<file path="src/core/sgcr_defs.vh">
// offsets, field positions, reset values and timing constants of the global control bank
`ifndef SGCR_DEFS_VH
`define SGCR_DEFS_VH

// register offsets
`define SGCR_OFS_MODE       8'h06
`define SGCR_OFS_STORM_LO   8'h07
`define SGCR_OFS_TEST_A     8'h08
`define SGCR_OFS_TEST_B     8'h09
`define SGCR_OFS_TEST_C     8'h0a
`define SGCR_OFS_CLKSEL     8'h0b
`define SGCR_OFS_MAP_LO     8'h0c
`define SGCR_OFS_MAP_HI     8'h0d

// field positions in the mode and clock select registers
`define SGCR_BIT_DUPLEX     6
`define SGCR_BIT_FLOWCTL    5
`define SGCR_BIT_SPEED      4
`define SGCR_BIT_NULLVID    3
`define SGCR_STORM_HI_MSB   2
`define SGCR_CLKSEL_MSB     7
`define SGCR_CLKSEL_LSB     6

// reset values
`define SGCR_RST_NULLVID    1'b0
`define SGCR_RST_STORM_HI   3'h0
`define SGCR_RST_STORM_LO   8'h63
`define SGCR_RST_TEST_A     8'h00
`define SGCR_RST_TEST_B     8'h24
`define SGCR_RST_TEST_C     8'h35
`define SGCR_RST_CLKSEL     2'h2
`define SGCR_CLKSEL_LOW_RO  6'h08
`define SGCR_RST_MAP_LO     8'h50
`define SGCR_RST_MAP_HI     8'hfa
`define SGCR_READ_ZERO      8'h00
// host port mode before the straps are captured
`define SGCR_RST_DUPLEX     1'b0
`define SGCR_RST_FLOWCTL    1'b1
`define SGCR_RST_SPEED      1'b0
// a vlan id of zero is the null id that may be replaced
`define SGCR_NULL_VID       12'h000

// clock select encodings
`define SGCR_CLK_31M25      2'h0
`define SGCR_CLK_62M5       2'h1
`define SGCR_CLK_125M       2'h2

// storm window timing: 40 MHz clock, 25 ns period
`define SGCR_CLK_PERIOD_NS  25
`define SGCR_WIN_100M_MS    67
`define SGCR_WIN_10M_MS     500
`define SGCR_NS_PER_MS      1000000
`define SGCR_BLOCK_BYTES    64
`define SGCR_CNT_W          25
`define SGCR_WIN_100M_CYC   25'd2680000
`define SGCR_WIN_10M_CYC    25'd20000000
// edges after release before the second strap stage holds pin levels
`define SGCR_STRAP_SETTLE   2'h2

`endif

</file>
<file path="src/core/sgcr_storm_window.v">
// storm interval timer and broadcast block budget check for one input port
`timescale 1ns/1ps
`include "sgcr_defs.vh"

module sgcr_storm_window #(
    parameter [24:0] WIN_100M_CYC = `SGCR_WIN_100M_CYC,  // 67 ms at 40 MHz
    parameter [24:0] WIN_10M_CYC  = `SGCR_WIN_10M_CYC    // 500 ms at 40 MHz
) (
    // clock and reset
    input  wire        clock,
    input  wire        rst,
    // configuration
    input  wire        speed_10m,        // 1 selects the long 10 Mbps window
    input  wire [10:0] storm_threshold,  // 64-byte blocks allowed per window
    // broadcast traffic
    input  wire        bcast_block,      // pulse: one 64-byte block of broadcast data
    output wire        bcast_accept,     // block may enter the port
    output reg         window_tick       // pulse at each window boundary
);
    reg [24:0] win_cnt_reg;   // cycles left in the window
    reg [10:0] blk_cnt_reg;   // blocks accepted this window

    // a block passes only while the budget is not yet used up
    assign bcast_accept = (blk_cnt_reg < storm_threshold);

    // interval timer and block counter; a speed change takes effect at the next reload
    always @(posedge clock) begin
        if (rst) begin
            win_cnt_reg <= 25'h0;
            blk_cnt_reg <= 11'h0;
            window_tick <= 1'b0;
        end else if (win_cnt_reg == 25'h0) begin
            win_cnt_reg <= (speed_10m ? WIN_10M_CYC : WIN_100M_CYC) - 25'h1;
            blk_cnt_reg <= 11'h0;
            window_tick <= 1'b1;
        end else begin
            win_cnt_reg <= win_cnt_reg - 25'h1;
            window_tick <= 1'b0;
            if (bcast_block && bcast_accept) begin
                blk_cnt_reg <= blk_cnt_reg + 11'h1;
            end
        end
    end
endmodule

</file>
<file path="src/core/sgcr_global_ctrl.v">
// global control bank of the three-port switch: host port mode, storm limit, priority map
`timescale 1ns/1ps
`include "sgcr_defs.vh"

module sgcr_global_ctrl #(
    parameter WIN_100M_CYC = `SGCR_WIN_100M_CYC,
    parameter WIN_10M_CYC  = `SGCR_WIN_10M_CYC
) (
    // clock and reset
    input  wire        clock,
    input  wire        rst,
    // strap pins, asynchronous to clock
    input  wire        duplex_strap_pin,
    input  wire        flow_control_strap_pin,
    input  wire        host_port_speed_strap_pin,
    // register port from the management interfaces
    input  wire [7:0]  reg_addr,
    input  wire        reg_wr,
    input  wire [7:0]  reg_wdata,
    input  wire        reg_rd,
    output reg  [7:0]  reg_rdata,
    // host port mode
    output wire        host_port_half_duplex,
    output wire        host_port_flow_ctl_en,
    output wire        host_port_10m,
    // vlan tag handling
    input  wire [11:0] frame_vid,
    input  wire [11:0] port_default_vid,
    output reg  [11:0] frame_vid_out,
    // priority mapping
    input  wire [2:0]  frame_tag_prio,
    output reg  [1:0]  egress_queue,
    output reg  [3:0]  egress_queue_onehot,
    // storm protection
    input  wire        bcast_block,
    output wire        bcast_accept,
    output wire        storm_window_tick,
    // interface clock choice
    output wire [1:0]  cpu_if_clk_sel
);
    // strap synchronisers: first stage feeds only the second
    reg [2:0] strap_s1_reg;
    reg [2:0] strap_s2_reg;
    reg       strap_loaded_reg;    // straps taken once after reset release
    reg [1:0] strap_wait_reg;      // edges since release, until capture

    // writable fields
    reg       half_duplex_reg;
    reg       flow_ctl_reg;
    reg       speed_10m_reg;
    reg       null_vid_reg;
    reg [2:0] storm_hi_reg;
    reg [7:0] storm_lo_reg;
    reg [1:0] clk_sel_reg;
    reg [7:0] map_lo_reg;
    reg [7:0] map_hi_reg;

    wire [10:0] storm_threshold;

    // read decode, used only for read data; writes decode the address themselves
    function [7:0] sgcr_field;
        input [7:0] addr;
        input [7:0] mode_byte;
        input [7:0] storm_lo;
        input [7:0] clk_byte;
        input [7:0] map_lo;
        input [7:0] map_hi;
        begin
            case (addr)
                `SGCR_OFS_MODE:     sgcr_field = mode_byte;
                `SGCR_OFS_STORM_LO: sgcr_field = storm_lo;
                `SGCR_OFS_TEST_A:   sgcr_field = `SGCR_RST_TEST_A;
                `SGCR_OFS_TEST_B:   sgcr_field = `SGCR_RST_TEST_B;
                `SGCR_OFS_TEST_C:   sgcr_field = `SGCR_RST_TEST_C;
                `SGCR_OFS_CLKSEL:   sgcr_field = clk_byte;
                `SGCR_OFS_MAP_LO:   sgcr_field = map_lo;
                `SGCR_OFS_MAP_HI:   sgcr_field = map_hi;
                default:            sgcr_field = `SGCR_READ_ZERO;
            endcase
        end
    endfunction

    // pick a 2-bit map entry by tag value
    function [1:0] sgcr_map_pick;
        input [7:0] map;
        input [1:0] idx;
        begin
            sgcr_map_pick = map[idx*2 +: 2];
        end
    endfunction

    assign host_port_half_duplex = half_duplex_reg;
    assign host_port_flow_ctl_en = flow_ctl_reg;
    assign host_port_10m         = speed_10m_reg;
    assign cpu_if_clk_sel        = clk_sel_reg;
    assign storm_threshold       = {storm_hi_reg, storm_lo_reg};

    // two-flop strap synchroniser
    always @(posedge clock) begin
        if (rst) begin
            strap_s1_reg <= 3'h0;
            strap_s2_reg <= 3'h0;
        end else begin
            strap_s1_reg <= {duplex_strap_pin, flow_control_strap_pin,
                             host_port_speed_strap_pin};
            strap_s2_reg <= strap_s1_reg;
        end
    end

    // register file; straps load once when the synchroniser has settled
    always @(posedge clock) begin
        if (rst) begin
            strap_loaded_reg <= 1'b0;
            strap_wait_reg   <= 2'h0;
            half_duplex_reg  <= `SGCR_RST_DUPLEX;
            flow_ctl_reg     <= `SGCR_RST_FLOWCTL;
            speed_10m_reg    <= `SGCR_RST_SPEED;
            null_vid_reg     <= `SGCR_RST_NULLVID;
            storm_hi_reg     <= `SGCR_RST_STORM_HI;
            storm_lo_reg     <= `SGCR_RST_STORM_LO;
            clk_sel_reg      <= `SGCR_RST_CLKSEL;
            map_lo_reg       <= `SGCR_RST_MAP_LO;
            map_hi_reg       <= `SGCR_RST_MAP_HI;
        end else if (!strap_loaded_reg) begin
            // count edges instead of peeking at the first stage, which may be metastable
            if (strap_wait_reg == `SGCR_STRAP_SETTLE) begin
                strap_loaded_reg <= 1'b1;
                half_duplex_reg  <= strap_s2_reg[2];
                flow_ctl_reg     <= strap_s2_reg[1];
                speed_10m_reg    <= strap_s2_reg[0];
            end else begin
                // second stage not yet holding pin levels
                strap_wait_reg   <= strap_wait_reg + 2'h1;
            end
        end else if (reg_wr) begin
            case (reg_addr)
                `SGCR_OFS_MODE: begin
                    half_duplex_reg <= reg_wdata[`SGCR_BIT_DUPLEX];
                    flow_ctl_reg    <= reg_wdata[`SGCR_BIT_FLOWCTL];
                    speed_10m_reg   <= reg_wdata[`SGCR_BIT_SPEED];
                    null_vid_reg    <= reg_wdata[`SGCR_BIT_NULLVID];
                    storm_hi_reg    <= reg_wdata[`SGCR_STORM_HI_MSB:0];
                end
                `SGCR_OFS_STORM_LO: begin
                    storm_lo_reg <= reg_wdata;
                end
                `SGCR_OFS_CLKSEL: begin
                    clk_sel_reg <= reg_wdata[`SGCR_CLKSEL_MSB:`SGCR_CLKSEL_LSB];
                end
                `SGCR_OFS_MAP_LO: begin
                    map_lo_reg <= reg_wdata;
                end
                `SGCR_OFS_MAP_HI: begin
                    map_hi_reg <= reg_wdata;
                end
                default: begin
                    map_hi_reg <= map_hi_reg;
                end
            endcase
        end
    end

    // read data registered one cycle after the read strobe
    always @(posedge clock) begin
        if (rst) begin
            reg_rdata <= `SGCR_READ_ZERO;
        end else if (reg_rd) begin
            reg_rdata <= sgcr_field(reg_addr,
                {1'b0, half_duplex_reg, flow_ctl_reg, speed_10m_reg,
                 null_vid_reg, storm_hi_reg},
                storm_lo_reg,
                {clk_sel_reg, `SGCR_CLKSEL_LOW_RO},
                map_lo_reg, map_hi_reg);
        end
    end

    // vid substitution and queue choice, registered for clean data outputs
    always @(posedge clock) begin
        if (rst) begin
            frame_vid_out       <= 12'h000;
            egress_queue        <= 2'h0;
            egress_queue_onehot <= 4'h1;
        end else begin
            if (null_vid_reg && frame_vid == `SGCR_NULL_VID) begin
                frame_vid_out <= port_default_vid;
            end else begin
                frame_vid_out <= frame_vid;
            end
            egress_queue <= sgcr_map_pick(frame_tag_prio[2] ? map_hi_reg : map_lo_reg,
                                          frame_tag_prio[1:0]);
            // value three is the top queue, bit 3 of the one-hot
            egress_queue_onehot <= 4'h1 << sgcr_map_pick(
                frame_tag_prio[2] ? map_hi_reg : map_lo_reg, frame_tag_prio[1:0]);
        end
    end

    sgcr_storm_window #(
        .WIN_100M_CYC (WIN_100M_CYC),
        .WIN_10M_CYC  (WIN_10M_CYC)
    ) u_storm (
        .clock           (clock),
        .rst             (rst),
        .speed_10m       (speed_10m_reg),
        .storm_threshold (storm_threshold),
        .bcast_block     (bcast_block),
        .bcast_accept    (bcast_accept),
        .window_tick     (storm_window_tick)
    );
endmodule

</file>
<file path="config.mk">
export PLATFORM = sky130hd
export DESIGN_NAME = sgcr_global_ctrl
export DESIGN_NICKNAME = d
export VERILOG_FILES = /design/src/core/sgcr_storm_window.v /design/src/core/sgcr_global_ctrl.v
export VERILOG_INCLUDE_DIRS = /design/src /design/src/core
export SDC_FILE = /design/constraint.sdc
export NUM_CORES = 1
export LEC_CHECK = 0
export BUFFER_PORTS_ARGS = -buffer_cell sky130_fd_sc_hd__buf_2
export CAP_MARGIN = 30
export CORE_AREA = 2 2 143 145
export DETAILED_ROUTE_END_ITERATION = 8
export DIE_AREA = 0 0 145 147
export PLACE_DENSITY = 0.48
export RECOVER_POWER = 100
export SKIP_LAST_GASP = 1
export SYNTH_ARGS = -nofsm -noshare
export SYNTH_HDL_FRONTEND = slang
export SYNTH_SLANG_ARGS = --single-unit
</file>
<file path="constraint.sdc">
create_clock -name clock -period 2.73 [get_ports clock]
set_input_delay 0.819 -clock clock [delete_from_list [all_inputs] [get_ports clock]]
set_output_delay 0.819 -clock clock [all_outputs]
set_load 0.05 [all_outputs]
</file>
==> results of run 1 <==
[path summary, 6_finish.rpt]
| check | to | slack (ps) | depth (start not counted) | from |
|---|---|---|---|---|
| setup / recovery | bcast_accept | 60 | 7 | storm_lo_reg[2]$_SDFFE_PP0P_ |
| hold reg to reg | strap_s2_reg[2]$_SDFF_PP0_ | 470 | 1 | strap_s1_reg[2]$_SDFF_PP0_ |
| hold / removal | strap_s2_reg[2]$_SDFF_PP0_ | 470 | 1 | strap_s1_reg[2]$_SDFF_PP0_ |
| setup reg to reg | u_storm.blk_cnt_reg[7]$_SDFFE_PP0P_ | 450 | 8 | storm_lo_reg[2]$_SDFFE_PP0P_ |
[through the flow]
stage	area, um2	instances	util	power, mW	setup WS (ps)
final	5840	885	0.294	4.47	59.8
after global routing	5840	885	0.294	4.77	-6.27
after CTS	5870	884	0.296	4.55	2.25
after detailed placement	5570	868	0.281	3.23	174
after global placement	5570	868	0.281	3.20	200
after floorplan	4840	530	-	2.93	55.8
[power by group through the flow]
stage | Clock [mW] | Sequential, mW | Combinational, mW
detailed placement | 0 | 1.92 | 1.31
global route | 1.41 | 1.91 | 1.45
floorplan | 0 | 1.99 | 0.938
CTS | 1.35 | 1.89 | 1.31
finish | 1.30 | 1.89 | 1.28
global placement | 0 | 1.91 | 1.29
[layout by cell type (no fill, tap or decap), drive strengths merged, types with 3 or more instances in the layout]
cell type  count
dfxtp        105
nor2          68
buf           56
clkbuf        55
nand2         40
a21oi         39
mux2i         31
inv           24
nand3         13
ha            13
nor2b         12
nor3          12
nor4          12
or4           11
xnor2         10
o21ai          9
o31ai          8
a211oi         7
a221o          6
nand4          6
nand2b         6
xor2           6
a22o           5
and3           5
o211ai         4
a22oi          4
mux4           4
or3            4
a311oi         4
and2           4
nand3b         3
and4           3
mux2           3
[timing repair]
action / 4_1_cts / 5_1_grt
gates resized for setup: 5 / 16
buffers inserted: 0 / 1
gates cloned: 0 / 0
pin swaps: 2 / 2
endpoints found under the hold margin: 0 / 0
setup endpoints to repair: 1 / 1
[cells by family (layout without fill, tap and decap cells)]
kind of cell    Yosys count  after routing  synth area share
simple gates            207            207             0.230
compound gates           98             98             0.139
buf+inv                  53            138            0.0447
flops                   105            105             0.434
xor+xnor                 16             16            0.0289
mux                      38             38            0.0897
fa+ha+maj                13             13            0.0336
[final cells by class]
cell class | count | area share
Sequential cell | 105 | 0.362
Clock inverter | 2 | 0.00643
Tap cell | 270 | 0.0579
Clock buffer | 14 | 0.0435
Multi-Input combinational cell | 372 | 0.435
Timing Repair Buffer | 97 | 0.0789
Inverter | 25 | 0.0161
[layer usage]
layer | wire length, um | share of wire | up-vias
met5 | 0 | 0 | -
met4 | 276 | 0.021 | 0
met3 | 441 | 0.034 | 17
met2 | 6140 | 0.47 | 68
met1 | 6150 | 0.47 | 2018
li1 | - | - | 2065
==> metrics.md, run 1 <==
| Metric | Value |
|---|---|
| Buffer levels on the longest clock path | 2 |
| Critical path cell sequence | inv_1, ha_1, a21oi_2, o21ai_0, a221o_1, inv_2, buf_8 |
| Final total negative setup slack | 0 ps |
| Later-pin clock latency in the skew report | 350 ps |
| Number of clock buffers inserted by TritonCTS | 9 |
| Cell area after technology mapping | 4840 um2 |
| Clock tree from TritonCTS | yes |
| Switching fraction of total power | 0.345 |
| Number of design-rule violations left by the first detailed-router iteration | 289 |
| Syn avg cell area | 9.13 um2 |
| Power Internal | 2.93 mW |
| Top cells by instance count after synthesis | 105 x sky130_fd_sc_hd__dfxtp_1, 68 x sky130_fd_sc_hd__nor2_1, 40 x sky130_fd_sc_hd__nand2_1 |
| Share of the clock period used by the worst path | 0.978 |
| Kind of path behind the tightest hold check | register to register |
| GRT met3 Usage | 0.0233 |
| Layout cells sized above 1 | 0.169 |
| Worst hold slack | 465 ps |
| Cell with the most instances after synthesis | sky130_fd_sc_hd__dfxtp_1 |
| Critical path's largest stage delay | 350 ps |
| Residual antenna-violating net count after detailed routing | 0 |
| Post-synthesis register bit count | 105 |
| Layout fillers | 2,108 |
| Final setup skew | 8.64 ps |
| Sequential Power Share | 0.423 |
| Syn Nets | 594 |
| Number of top-level pins | 84 |
| Die area | 21,300 um2 |
| Largest register FFs | 25 |
| Total iterations of the first detailed-routing run | 4 |
| Worst-path fanout max | 3 |
| H-Tree Depth | 3 |
| CTS sink count | 105 |
| CP max-delay cell | sky130_fd_sc_hd__dfxtp_2 |
| Total power density per cell area | 766 nW/um2 |
| Via count of the first global-routing pass | 4,184 |
| Critical path start-end classification | register to primary output |
| Relative slew margins | 0.476 |
| Post-synthesis cell type with the largest combined area | sky130_fd_sc_hd__dfxtp_1 |
| Root buffer cell | sky130_fd_sc_hd__clkbuf_16 |
| Per-cell routed wire length | 14.7 um |
| Layer carrying the most global-route usage | met2 |
| Final-report setup violation count | 0 |
| Number of nets in the final layout | 674 |
| Number of I/O port buffers | 83 |
| Synth cell types | 59 |
| Gate Count Post-Synth | 530 |
| Highest ir drop seen on vdd | 333 uV |
| Clock-pin slew on the worst setup and hold paths | 70 ps |
| Fraction of registers with async set or reset after synthesis | 0 |
| All-Layer GR Usage | 0.124 |
| Core Region | 19,800 um2 |
| Transition at the pin with the smallest max-transition slack | 786 ps |
| Required time at the endpoint of the critical path | 1910 ps |
| Met1 GRT Util | 0.156 |
| Number of pins exceeding their max-slew limit in the final report | 0 |
| Fraction of met2 tracks used by global routing | 0.209 |
| Last weighted congestion value of the routability-driven placer | 0.808 |
| Area grow syn2layout | 20.6% |
| Maximum achievable frequency | 0.375 GHz |
| Type of element capturing the critical path | primary output |
| Clk pwr share | 0.290 |
| Initial Utilization | 0.244 |
| Total leakage power | 2.23 nW |
| Post-synth top flop | sky130_fd_sc_hd__dfxtp_1 |
| Number of antenna violations at the first check in global routing | 0 |
| Global-route wire length before repair | 21.3 mm |
| Buffers and inverters on the worst path | 3 |
| Combinational share of power | 0.287 |
| # DRC | 0 |
| Reported max-cap violation count | 0 |
| Data arrival time of the critical path | 1850 ps |
| Vias | 4,168 |
| DR vias/cell | 4.71 |
| Post-layout min period | 2670 ps |
| Detailed placer's ending HPWL | 9.75 mm |
| Total congestion overflow after global routing | 0 |
| Area used by multi-input combinational logic | 2540 um2 |
| Die extent in y | 147 um |
| Number of warning messages in the yosys log | 0 |
| Net switching power | 1.54 mW |
| Wire length after detailed routing | 13.0 mm |
| Top-area cell type share of the netlist area | 0.434 |
| Maximum number of pins on one net before global-route repair | 33 |
| Hold violation total from the final report | 0 |
| Die X-Extent | 145 um |
| EDFF count, synth | 0 |
| Outcome | completed |
| Diode count | 0 |
| Dominant delay contributor by cell family on the critical path | compound AO/OA/AOI/OAI gates |
| Register area | 2110 um2 |
| Number of hold-repair buffers added at the cts stage | 0 |
| Num rows | 52 |
| Register area share after synthesis | 0.434 |
| Top cells by area in the synthesized netlist | sky130_fd_sc_hd__dfxtp_1 43%, sky130_fd_sc_hd__mux2i_1 6.4%, sky130_fd_sc_hd__nor2_1 5.3% |
| Critical path launch point type | register |
Power figures use the tool's default switching activity.
==> run 2, diff against run 1 <==
--- a/config.mk
+++ b/config.mk
@@ -11,7 +11,7 @@
 export CORE_AREA = 2 2 143 145
 export DETAILED_ROUTE_END_ITERATION = 8
 export DIE_AREA = 0 0 145 147
-export PLACE_DENSITY = 0.48
+export PLACE_DENSITY = 0.38
 export RECOVER_POWER = 100
 export SKIP_LAST_GASP = 1
 export SYNTH_ARGS = -nofsm -noshare
==> run 2 against run 1 <==
  * Via count down 0.31%
  * Wire length up 3.3%
  * Setup slack better by 51 ps
  * Critical path depth unchanged
  * Maximum frequency up 2.0%
  * Non-clock buffer count up 8
  * Largest cell class unchanged
  * Highest routed layer unchanged
==> metrics.md, run 2 (synthesis results as in run 1) <==
| Metric | Value |
|---|---|
| Root buffer cell | sky130_fd_sc_hd__clkbuf_16 |
| H-Tree Depth | 3 (unchanged) |
| Outcome | completed |
| Number of clock buffers inserted by TritonCTS | 9 (unchanged) |
| Layer carrying the most global-route usage | met2 |
| Die X-Extent | 145 um (unchanged) |
| Number of top-level pins | 84 (unchanged) |
| Critical path start-end classification | register to primary output |
| Met1 GRT Util | 0.165 (+0.00966) |
| DR vias/cell | 4.65 (-1.2%) |
| Highest ir drop seen on vdd | 497 uV (+49%) |
| Placed standard-cell area | 5590 um2 (+0.40%) |
| Later-pin clock latency in the skew report | 350 ps (about the same) |
| Number of nets in the final layout | 682 (+1.2%) |
| Initial Utilization | 0.244 (unchanged) |
| Number of I/O port buffers | 83 (unchanged) |
| Total power density per cell area | 766 nW/um2 (about the same) |
| Clock tree from TritonCTS | yes |
| Global-route wire length before repair | 22.1 mm (+3.8%) |
| Diode count | 0 (unchanged) |
| GRT met3 Usage | 0.0360 (+0.0127) |
| Critical path launch point type | register |
| Reported max-cap violation count | 0 (unchanged) |
| Non-Filler Instances | 893 (+0.90%) |
| Die area | 21,300 um2 (unchanged) |
| Number of design-rule violations left by the first detailed-router iteration | 173 (-40%) |
| Area grow syn2layout | 23.6% |
| Clock-pin slew on the worst setup and hold paths | 70 ps (about the same) |
| Hold violation total from the final report | 0 (unchanged) |
| Pre-CTS setup slack | 154 ps (-19.5 ps) |
| Type of element capturing the critical path | primary output |
| Die extent in y | 147 um (unchanged) |
| CTS sink count | 105 (unchanged) |
| Total power | 4.58 mW (+2.4%) |
| Share of the clock period used by the worst path | 0.959 (-0.0188) |
| Final setup skew | 8.83 ps (+0.182 ps) |
| Required time at the endpoint of the critical path | 1910 ps (about the same) |
| Layout cells sized above 1 | 0.193 (+0.0235) |
| Number of instances in the placed design | 871 (+0.35%) |
| Vias | 4,155 (-0.31%) |
| Total leakage power | 2.30 nW (+3.1%) |
| Final-report setup violation count | 0 (unchanged) |
| Core Region | 19,800 um2 (unchanged) |
| Number of antenna violations at the first check in global routing | 0 (unchanged) |
| Total iterations of the first detailed-routing run | 4 (unchanged) |
| Slack of the critical path | 111 ps (+51.4 ps) |
| Buffer levels on the longest clock path | 2 (unchanged) |
| Number of pins exceeding their max-slew limit in the final report | 0 (unchanged) |
| Via count of the first global-routing pass | 4,144 (-0.96%) |
| Residual antenna-violating net count after detailed routing | 0 (unchanged) |
| Maximum number of pins on one net before global-route repair | 30 (-9.1%) |
| Total congestion overflow after global routing | 0 (unchanged) |
| # DRC | 0 (unchanged) |
| Maximum achievable frequency | 0.382 GHz (+2.0%) |
| Per-cell routed wire length | 15.1 um (+2.4%) |
| Num rows | 52 (unchanged) |
| Most frequent cells in the layout | 95 x sky130_fd_sc_hd__dfxtp_1, 68 x sky130_fd_sc_hd__nor2_1, 49 x sky130_fd_sc_hd__buf_2 |
| Most common cell after layout, fill and taps aside | sky130_fd_sc_hd__dfxtp_1 |
| Transition at the pin with the smallest max-transition slack | 1210 ps (+423 ps) |
| Summed area of non-filler cells in the final layout | 5980 um2 (+2.4%) |
| Wire length after detailed routing | 13.4 mm (+3.3%) |
| All-Layer GR Usage | 0.130 (+0.00624) |
| Detailed placer's ending HPWL | 9.95 mm (+2.0%) |
| Post-layout min period | 2620 ps (-51.4 ps) |
| Worst-path fanout max | 3 (unchanged) |
| Largest register FFs | 25 (unchanged) |
| Fraction of met2 tracks used by global routing | 0.214 (+0.00500) |
| Data arrival time of the critical path | 1800 ps (-50 ps) |
| Last weighted congestion value of the routability-driven placer | 0.800 (-1.1%) |
| Kind of path behind the tightest hold check | register to register |
| Relative slew margins | 0.194 (-0.282) |
| Number of hold-repair buffers added at the cts stage | 0 (unchanged) |
## run 2: cell count changes in the layout (fill, tap and decap cells not counted), moves of 2 or more
cell | before | now
sky130_fd_sc_hd__ha_4 | 2 | 5
sky130_fd_sc_hd__clkbuf_1 | 44 | 41
sky130_fd_sc_hd__buf_4 | 6 | 15
sky130_fd_sc_hd__ha_1 | 11 | 8
sky130_fd_sc_hd__clkbuf_8 | 1 | 3
## run 2: what timing repair did
action | CTS | global route
pin swaps | 1 | 3
buffers inserted | 0 | 6
gates resized for setup | 9 | 17
endpoints found under the setup margin | 1 | 1
## run 2: path summary, 6_finish.rpt
path	from	end	slack [ps]	cells after the start
setup / recovery	storm_lo_reg[2]$_SDFFE_PP0P_	bcast_accept	110	7
hold / removal	strap_s1_reg[2]$_SDFF_PP0_	strap_s2_reg[2]$_SDFF_PP0_	450	1
setup reg to reg	storm_lo_reg[2]$_SDFFE_PP0P_	u_storm.blk_cnt_reg[8]$_SDFFE_PP0P_	400	8
hold reg to reg	strap_s1_reg[2]$_SDFF_PP0_	strap_s2_reg[2]$_SDFF_PP0_	450	1
## run 2: worst max-delay path, stage by stage (launching register included)
cell and delay, ps:
sky130_fd_sc_hd__dfxtp_2 350, sky130_fd_sc_hd__inv_1 80, sky130_fd_sc_hd__ha_4 240, sky130_fd_sc_hd__a21oi_2 120
sky130_fd_sc_hd__o21ai_1 70, sky130_fd_sc_hd__a221o_1 360, sky130_fd_sc_hd__inv_2 90, sky130_fd_sc_hd__buf_8 140
## run 2: report_power, final
group / internal, mW / switching (mW) / leakage, nW / total, mW
Combinational: 0.484 / 0.833 / 1.28 / 1.32
Clock: 0.791 / 0.589 / 0.152 / 1.38
Sequential: 1.72 / 0.167 / 0.860 / 1.88
Total: 2.99 / 1.59 / 2.30 / 4.58
## run 2: layout make-up
class / count / area, um2
fill: 2119 / 13900
clock buffer: 13 / 270
multi-input combinational: 372 / 2600
clock inverter: 3 / 46.3
tap: 270 / 338
inverter: 25 / 93.8
timing repair buffer: 105 / 523
sequential: 105 / 2110
## run 2: metrics by stage
step,utilization,TNS (ps),hold WS (ps)
detailed placement,0.282,0,445
global placement,0.282,0,442
floorplan,-,0,414
CTS,0.299,0,462
global route,0.301,-0.586,466
finish,0.301,0,452
## run 2: per-layer routing
| layer | vias to the layer above | wire length, um | share of wire |
|---|---|---|---|
| met2 | 76 | 6460 | 0.48 |
| met3 | 12 | 536 | 0.040 |
| met1 | 1985 | 6220 | 0.46 |
| met4 | 0 | 221 | 0.016 |
| li1 | 2082 | - | - |
| met5 | - | 0 | 0 |
==> run 3, diff against run 2 <==
--- a/config.mk
+++ b/config.mk
@@ -6,11 +6,12 @@
 export SDC_FILE = /design/constraint.sdc
 export NUM_CORES = 1
 export LEC_CHECK = 0
+export ABC_AREA = 1
 export BUFFER_PORTS_ARGS = -buffer_cell sky130_fd_sc_hd__buf_2
 export CAP_MARGIN = 30
-export CORE_AREA = 2 2 143 145
+export CORE_AREA = 2 2 148 150
 export DETAILED_ROUTE_END_ITERATION = 8
-export DIE_AREA = 0 0 145 147
+export DIE_AREA = 0 0 150 152
 export PLACE_DENSITY = 0.38
 export RECOVER_POWER = 100
 export SKIP_LAST_GASP = 1
==> run 3 against run 2 <==
  * Non-clock buffer count shrank 14
  * Synthesized cell count is 39% higher
  * Sequential power about the same
  * Hold slack worse by 42 ps
  * First-iteration DRC count is 48% higher
  * Sequential share of layout area is 1.1 points lower
  * Total power increased by 15%
  * Clock power decreased by 5%
  * Critical path depth rose by 1
  * Die area is 7.0% higher
  * Critical endpoint unchanged
  * Highest routed layer unchanged
==> metrics.md, run 3 <==
| Metric | Value |
|---|---|
| Outcome | completed |
| Total power density per cell area | 860 nW/um2 (+12%) |
| Worst Setup SP | storm_lo_reg[6]$_SDFFE_PP1P_ |
| EDFF count, synth | 0 (unchanged) |
| H-Tree Depth | 3 (unchanged) |
| Critical path launch point type | register |
| Number of nets in the final layout | 886 (+30%) |
| Setup repair after global routing missed its margin | false |
| Post-Synth XOR/XNOR Area | 0.0100 (-0.0189) |
| Fraction of registers with async set or reset after synthesis | 0 (unchanged) |
| Net switching power | 2.24 mW (+41%) |
| Layout cells sized above 1 | 0.146 (-0.0463) |
| Number of antenna violations at the first check in global routing | 0 (unchanged) |
| Total power | 5.28 mW (+15%) |
| Sequential Power Share | 0.351 (-0.060) |
| Total leakage power | 2.77 nW (+21%) |
| Num rows | 54 (+3.8%) |
| Maximum achievable frequency | 0.387 GHz (+1.4%) |
| Top cells by area in the synthesized netlist | sky130_fd_sc_hd__dfxtp_1 40%, sky130_fd_sc_hd__nand2_1 10%, sky130_fd_sc_hd__a21oi_1 6.7% |
| Root buffer cell | sky130_fd_sc_hd__clkbuf_16 |
| Hold violation total from the final report | 0 (unchanged) |
| CTS sink count | 105 (unchanged) |
| Total iterations of the first detailed-routing run | 4 (unchanged) |
| Fraction of synthesized area in multiplexers | 0 (-0.0897) |
| Post-layout min period | 2580 ps (-37.3 ps) |
| GRT met3 Usage | 0.0189 (-0.0171) |
| Total congestion overflow after global routing | 0 (unchanged) |
| Fraction of met2 tracks used by global routing | 0.230 (+0.0163) |
| Final setup skew | 10.9 ps (+2.03 ps) |
| Per-cell routed wire length | 14.0 um (-6.9%) |
| Highest ir drop seen on vdd | 305 uV (-39%) |
| Reported max-cap violation count | 0 (unchanged) |
| Final-report setup violation count | 0 (unchanged) |
| Cell with the most instances after synthesis | sky130_fd_sc_hd__nand2_1 |
| Non-Filler Instances | 1,107 (+24%) |
| Launch instance of the worst min-delay path | strap_s1_reg[1]$_SDFF_PP0_ |
| Relative slew margins | 0.241 (+0.0473) |
| Worst reg2reg path depth | 14 (+6) |
| DR vias/cell | 4.39 (-5.7%) |
| # DRC | 0 (unchanged) |
| Critical R2R Launch | u_storm.win_cnt_reg[22]$_SDFF_PP0_ |
| Final total negative setup slack | 0 ps (unchanged) |
| Min-Delay Path Depth | 2 (+1) |
| Top-area cell type share of the netlist area | 0.402 (-0.0327) |
| Largest register FFs | 25 (unchanged) |
| Required time at the endpoint of the critical path | 1910 ps (about the same) |
| Initial Utilization | 0.245 (+0.00125) |
| Critical path start-end classification | register to primary output |
| Die extent in y | 152 um (+3.4%) |
| Register area share after synthesis | 0.402 (-0.0327) |
| Post-synthesis register bit count | 105 (unchanged) |
| Synth cell types | 40 (-32%) |
| Via count of the first global-routing pass | 4,864 (+17%) |
| Number of top-level pins | 84 (unchanged) |
| Share of the clock period used by the worst path | 0.946 (-0.0136) |
| Kind of path behind the tightest hold check | register to register |
| Die area | 22,800 um2 (+7.0%) |
| Number of design-rule violations left by the first detailed-router iteration | 256 (+48%) |
| Adder-cell share of the synthesized area | 0.0311 (-0.00253) |
| Syn Nets | 802 (+35%) |
| Wire length after detailed routing | 15.5 mm (+15%) |
| Type of element capturing the critical path | primary output |
| Worst-path fanout max | 3 (unchanged) |
| Final design utilization | 0.288 (-0.0139) |
| Top cells by instance count after synthesis | 143 x sky130_fd_sc_hd__nand2_1, 105 x sky130_fd_sc_hd__dfxtp_1, 86 x sky130_fd_sc_hd__inv_1 |
| Residual antenna-violating net count after detailed routing | 0 (unchanged) |
| Vias | 4,858 (+17%) |
| Worst r2r dst | u_storm.win_cnt_reg[22]$_SDFF_PP0_ |
| Post-synthesis cell type with the largest combined area | sky130_fd_sc_hd__dfxtp_1 |
| Last weighted congestion value of the routability-driven placer | 0.770 (-3.7%) |
| Transition at the pin with the smallest max-transition slack | 1140 ps (-71.0 ps) |
| Capture endpoint of the worst hold path | strap_s2_reg[1]$_SDFF_PP0_ |
| Area grow syn2layout | 17.3% |
| Core Region | 21,400 um2 (+7.6%) |
| Power Internal | 3.04 mW (+1.5%) |
| Post-synth top flop | sky130_fd_sc_hd__dfxtp_1 |
| Compound-cell area share of the yosys netlist | 0.164 (+0.0249) |
| Number of clock buffers inserted by TritonCTS | 9 (unchanged) |
| Later-pin clock latency in the skew report | 360 ps (about the same) |
| Largest family of logic cells by synthesized area | simple AND/OR/NAND/NOR gates |
| Detailed placer's ending HPWL | 11.9 mm (+20%) |
| Switching fraction of total power | 0.425 (+0.0780) |
| Number of pins exceeding their max-slew limit in the final report | 0 (unchanged) |
| Number of I/O port buffers | 83 (unchanged) |
| Most common cell after layout, fill and taps aside | sky130_fd_sc_hd__nand2_1 |
| Met1 GRT Util | 0.190 (+0.0252) |
| Data arrival time of the critical path | 1760 ps (-40 ps) |
| R2R setup slack | 280 ps (-120 ps) |
| Clock-pin slew on the worst setup and hold paths | 80 ps (about the same) |
| Syn avg cell area | 7.09 um2 (-22%) |
| Clock tree from TritonCTS | yes |
| Number of instances in the placed design | 1,091 (+25%) |
| Layer carrying the most global-route usage | met2 |
| Global-route wire length before repair | 25.4 mm (+15%) |
| Clk pwr share | 0.248 (-0.053) |
| Gate Count Post-Synth | 738 (+39%) |
| Die X-Extent | 150 um (+3.4%) |
| Cell area after technology mapping | 5240 um2 (+8.1%) |
| Combinational share of power | 0.401 (+0.113) |
| Most frequent cells in the layout | 146 x sky130_fd_sc_hd__nand2_1, 103 x sky130_fd_sc_hd__dfxtp_1, 90 x sky130_fd_sc_hd__nor2_1 |
| Simple-gate share of the synthesized area | 0.295 (+0.0657) |
| All-Layer GR Usage | 0.142 (+0.0123) |
| Number of warning messages in the yosys log | 0 (unchanged) |
| Maximum number of pins on one net before global-route repair | 47 (+57%) |
| Buffer levels on the longest clock path | 2 (unchanged) |
| Diode count | 0 (unchanged) |
[run 3: how the worst max path moves through the flow]
| stage | slack, ps | endpoint | cells past startpoint |
|---|---|---|---|
| after floorplan | 570 | bcast_accept | 7 |
| after global routing | 10 | bcast_accept | 8 |
| after global placement | 300 | host_port_half_duplex$_SDFFE_PP0P_ | 10 |
| final | 150 | bcast_accept | 8 |
| after CTS | 50 | bcast_accept | 8 |
| after detailed placement | 350 | host_port_10m$_SDFFE_PP0P_ | 10 |
[run 3: power groups by stage]
stage	sequential (mW)	combinational, mW	clock, mW
3_5_place_dp	1.89	2.24	0
4_1_cts	1.86	2.26	1.36
3_3_place_gp	1.90	2.26	0
2_1_floorplan	1.97	1.71	0
6_report	1.86	2.12	1.31
5_1_grt	1.88	2.41	1.43
[run 3: what timing repair did]
item,in CTS,in global routing
setup endpoints to repair,0,1
buffers inserted,0,0
hold buffers,0,0
gates resized for setup,0,5
[run 3: kinds of logic after synthesis]
family	count (synthesis)
AOI/OAI and AO/OA	157
xor gates and xnor gates	6
adders and majority gates	13
buffers and inverters	128
DFF	105
and+or+nand+nor	329
[run 3: stage by stage]
stage                     hold WS [ps]  instance area (um2)  setup slack, ps
after floorplan                    388                 5240              570
after global placement             400                 5970              303
after detailed placement           400                 5970              346
after CTS                          416                 6260             53.6
after global routing               444                 6140             11.2
final                              411                 6140              149
[run 3: layout make-up]
type | count | area [um2]
flip-flops and latches | 105 | 2100
clock inverters | 7 | 58.8
clock buffers | 9 | 225
fillers | 2456 | 15200
repair buffers | 91 | 420
multi-input cells | 505 | 2570
well taps | 280 | 350
inverters | 110 | 413
[run 3: routing by layer]
layer	part of all wire	up-vias
met1	0.48	2177
met3	0.027	22
met5	0	-
li1	-	2585
met2	0.47	74
met4	0.023	0
[run 3: critical path: stages, from the launching register on]
cell,delay (ps)
sky130_fd_sc_hd__dfxtp_1,310
sky130_fd_sc_hd__inv_1,60
sky130_fd_sc_hd__ha_1,310
sky130_fd_sc_hd__a21oi_1,160
sky130_fd_sc_hd__o21ai_0,100
sky130_fd_sc_hd__a21oi_1,140
sky130_fd_sc_hd__nand2_1,80
sky130_fd_sc_hd__inv_1,80
sky130_fd_sc_hd__buf_6,160
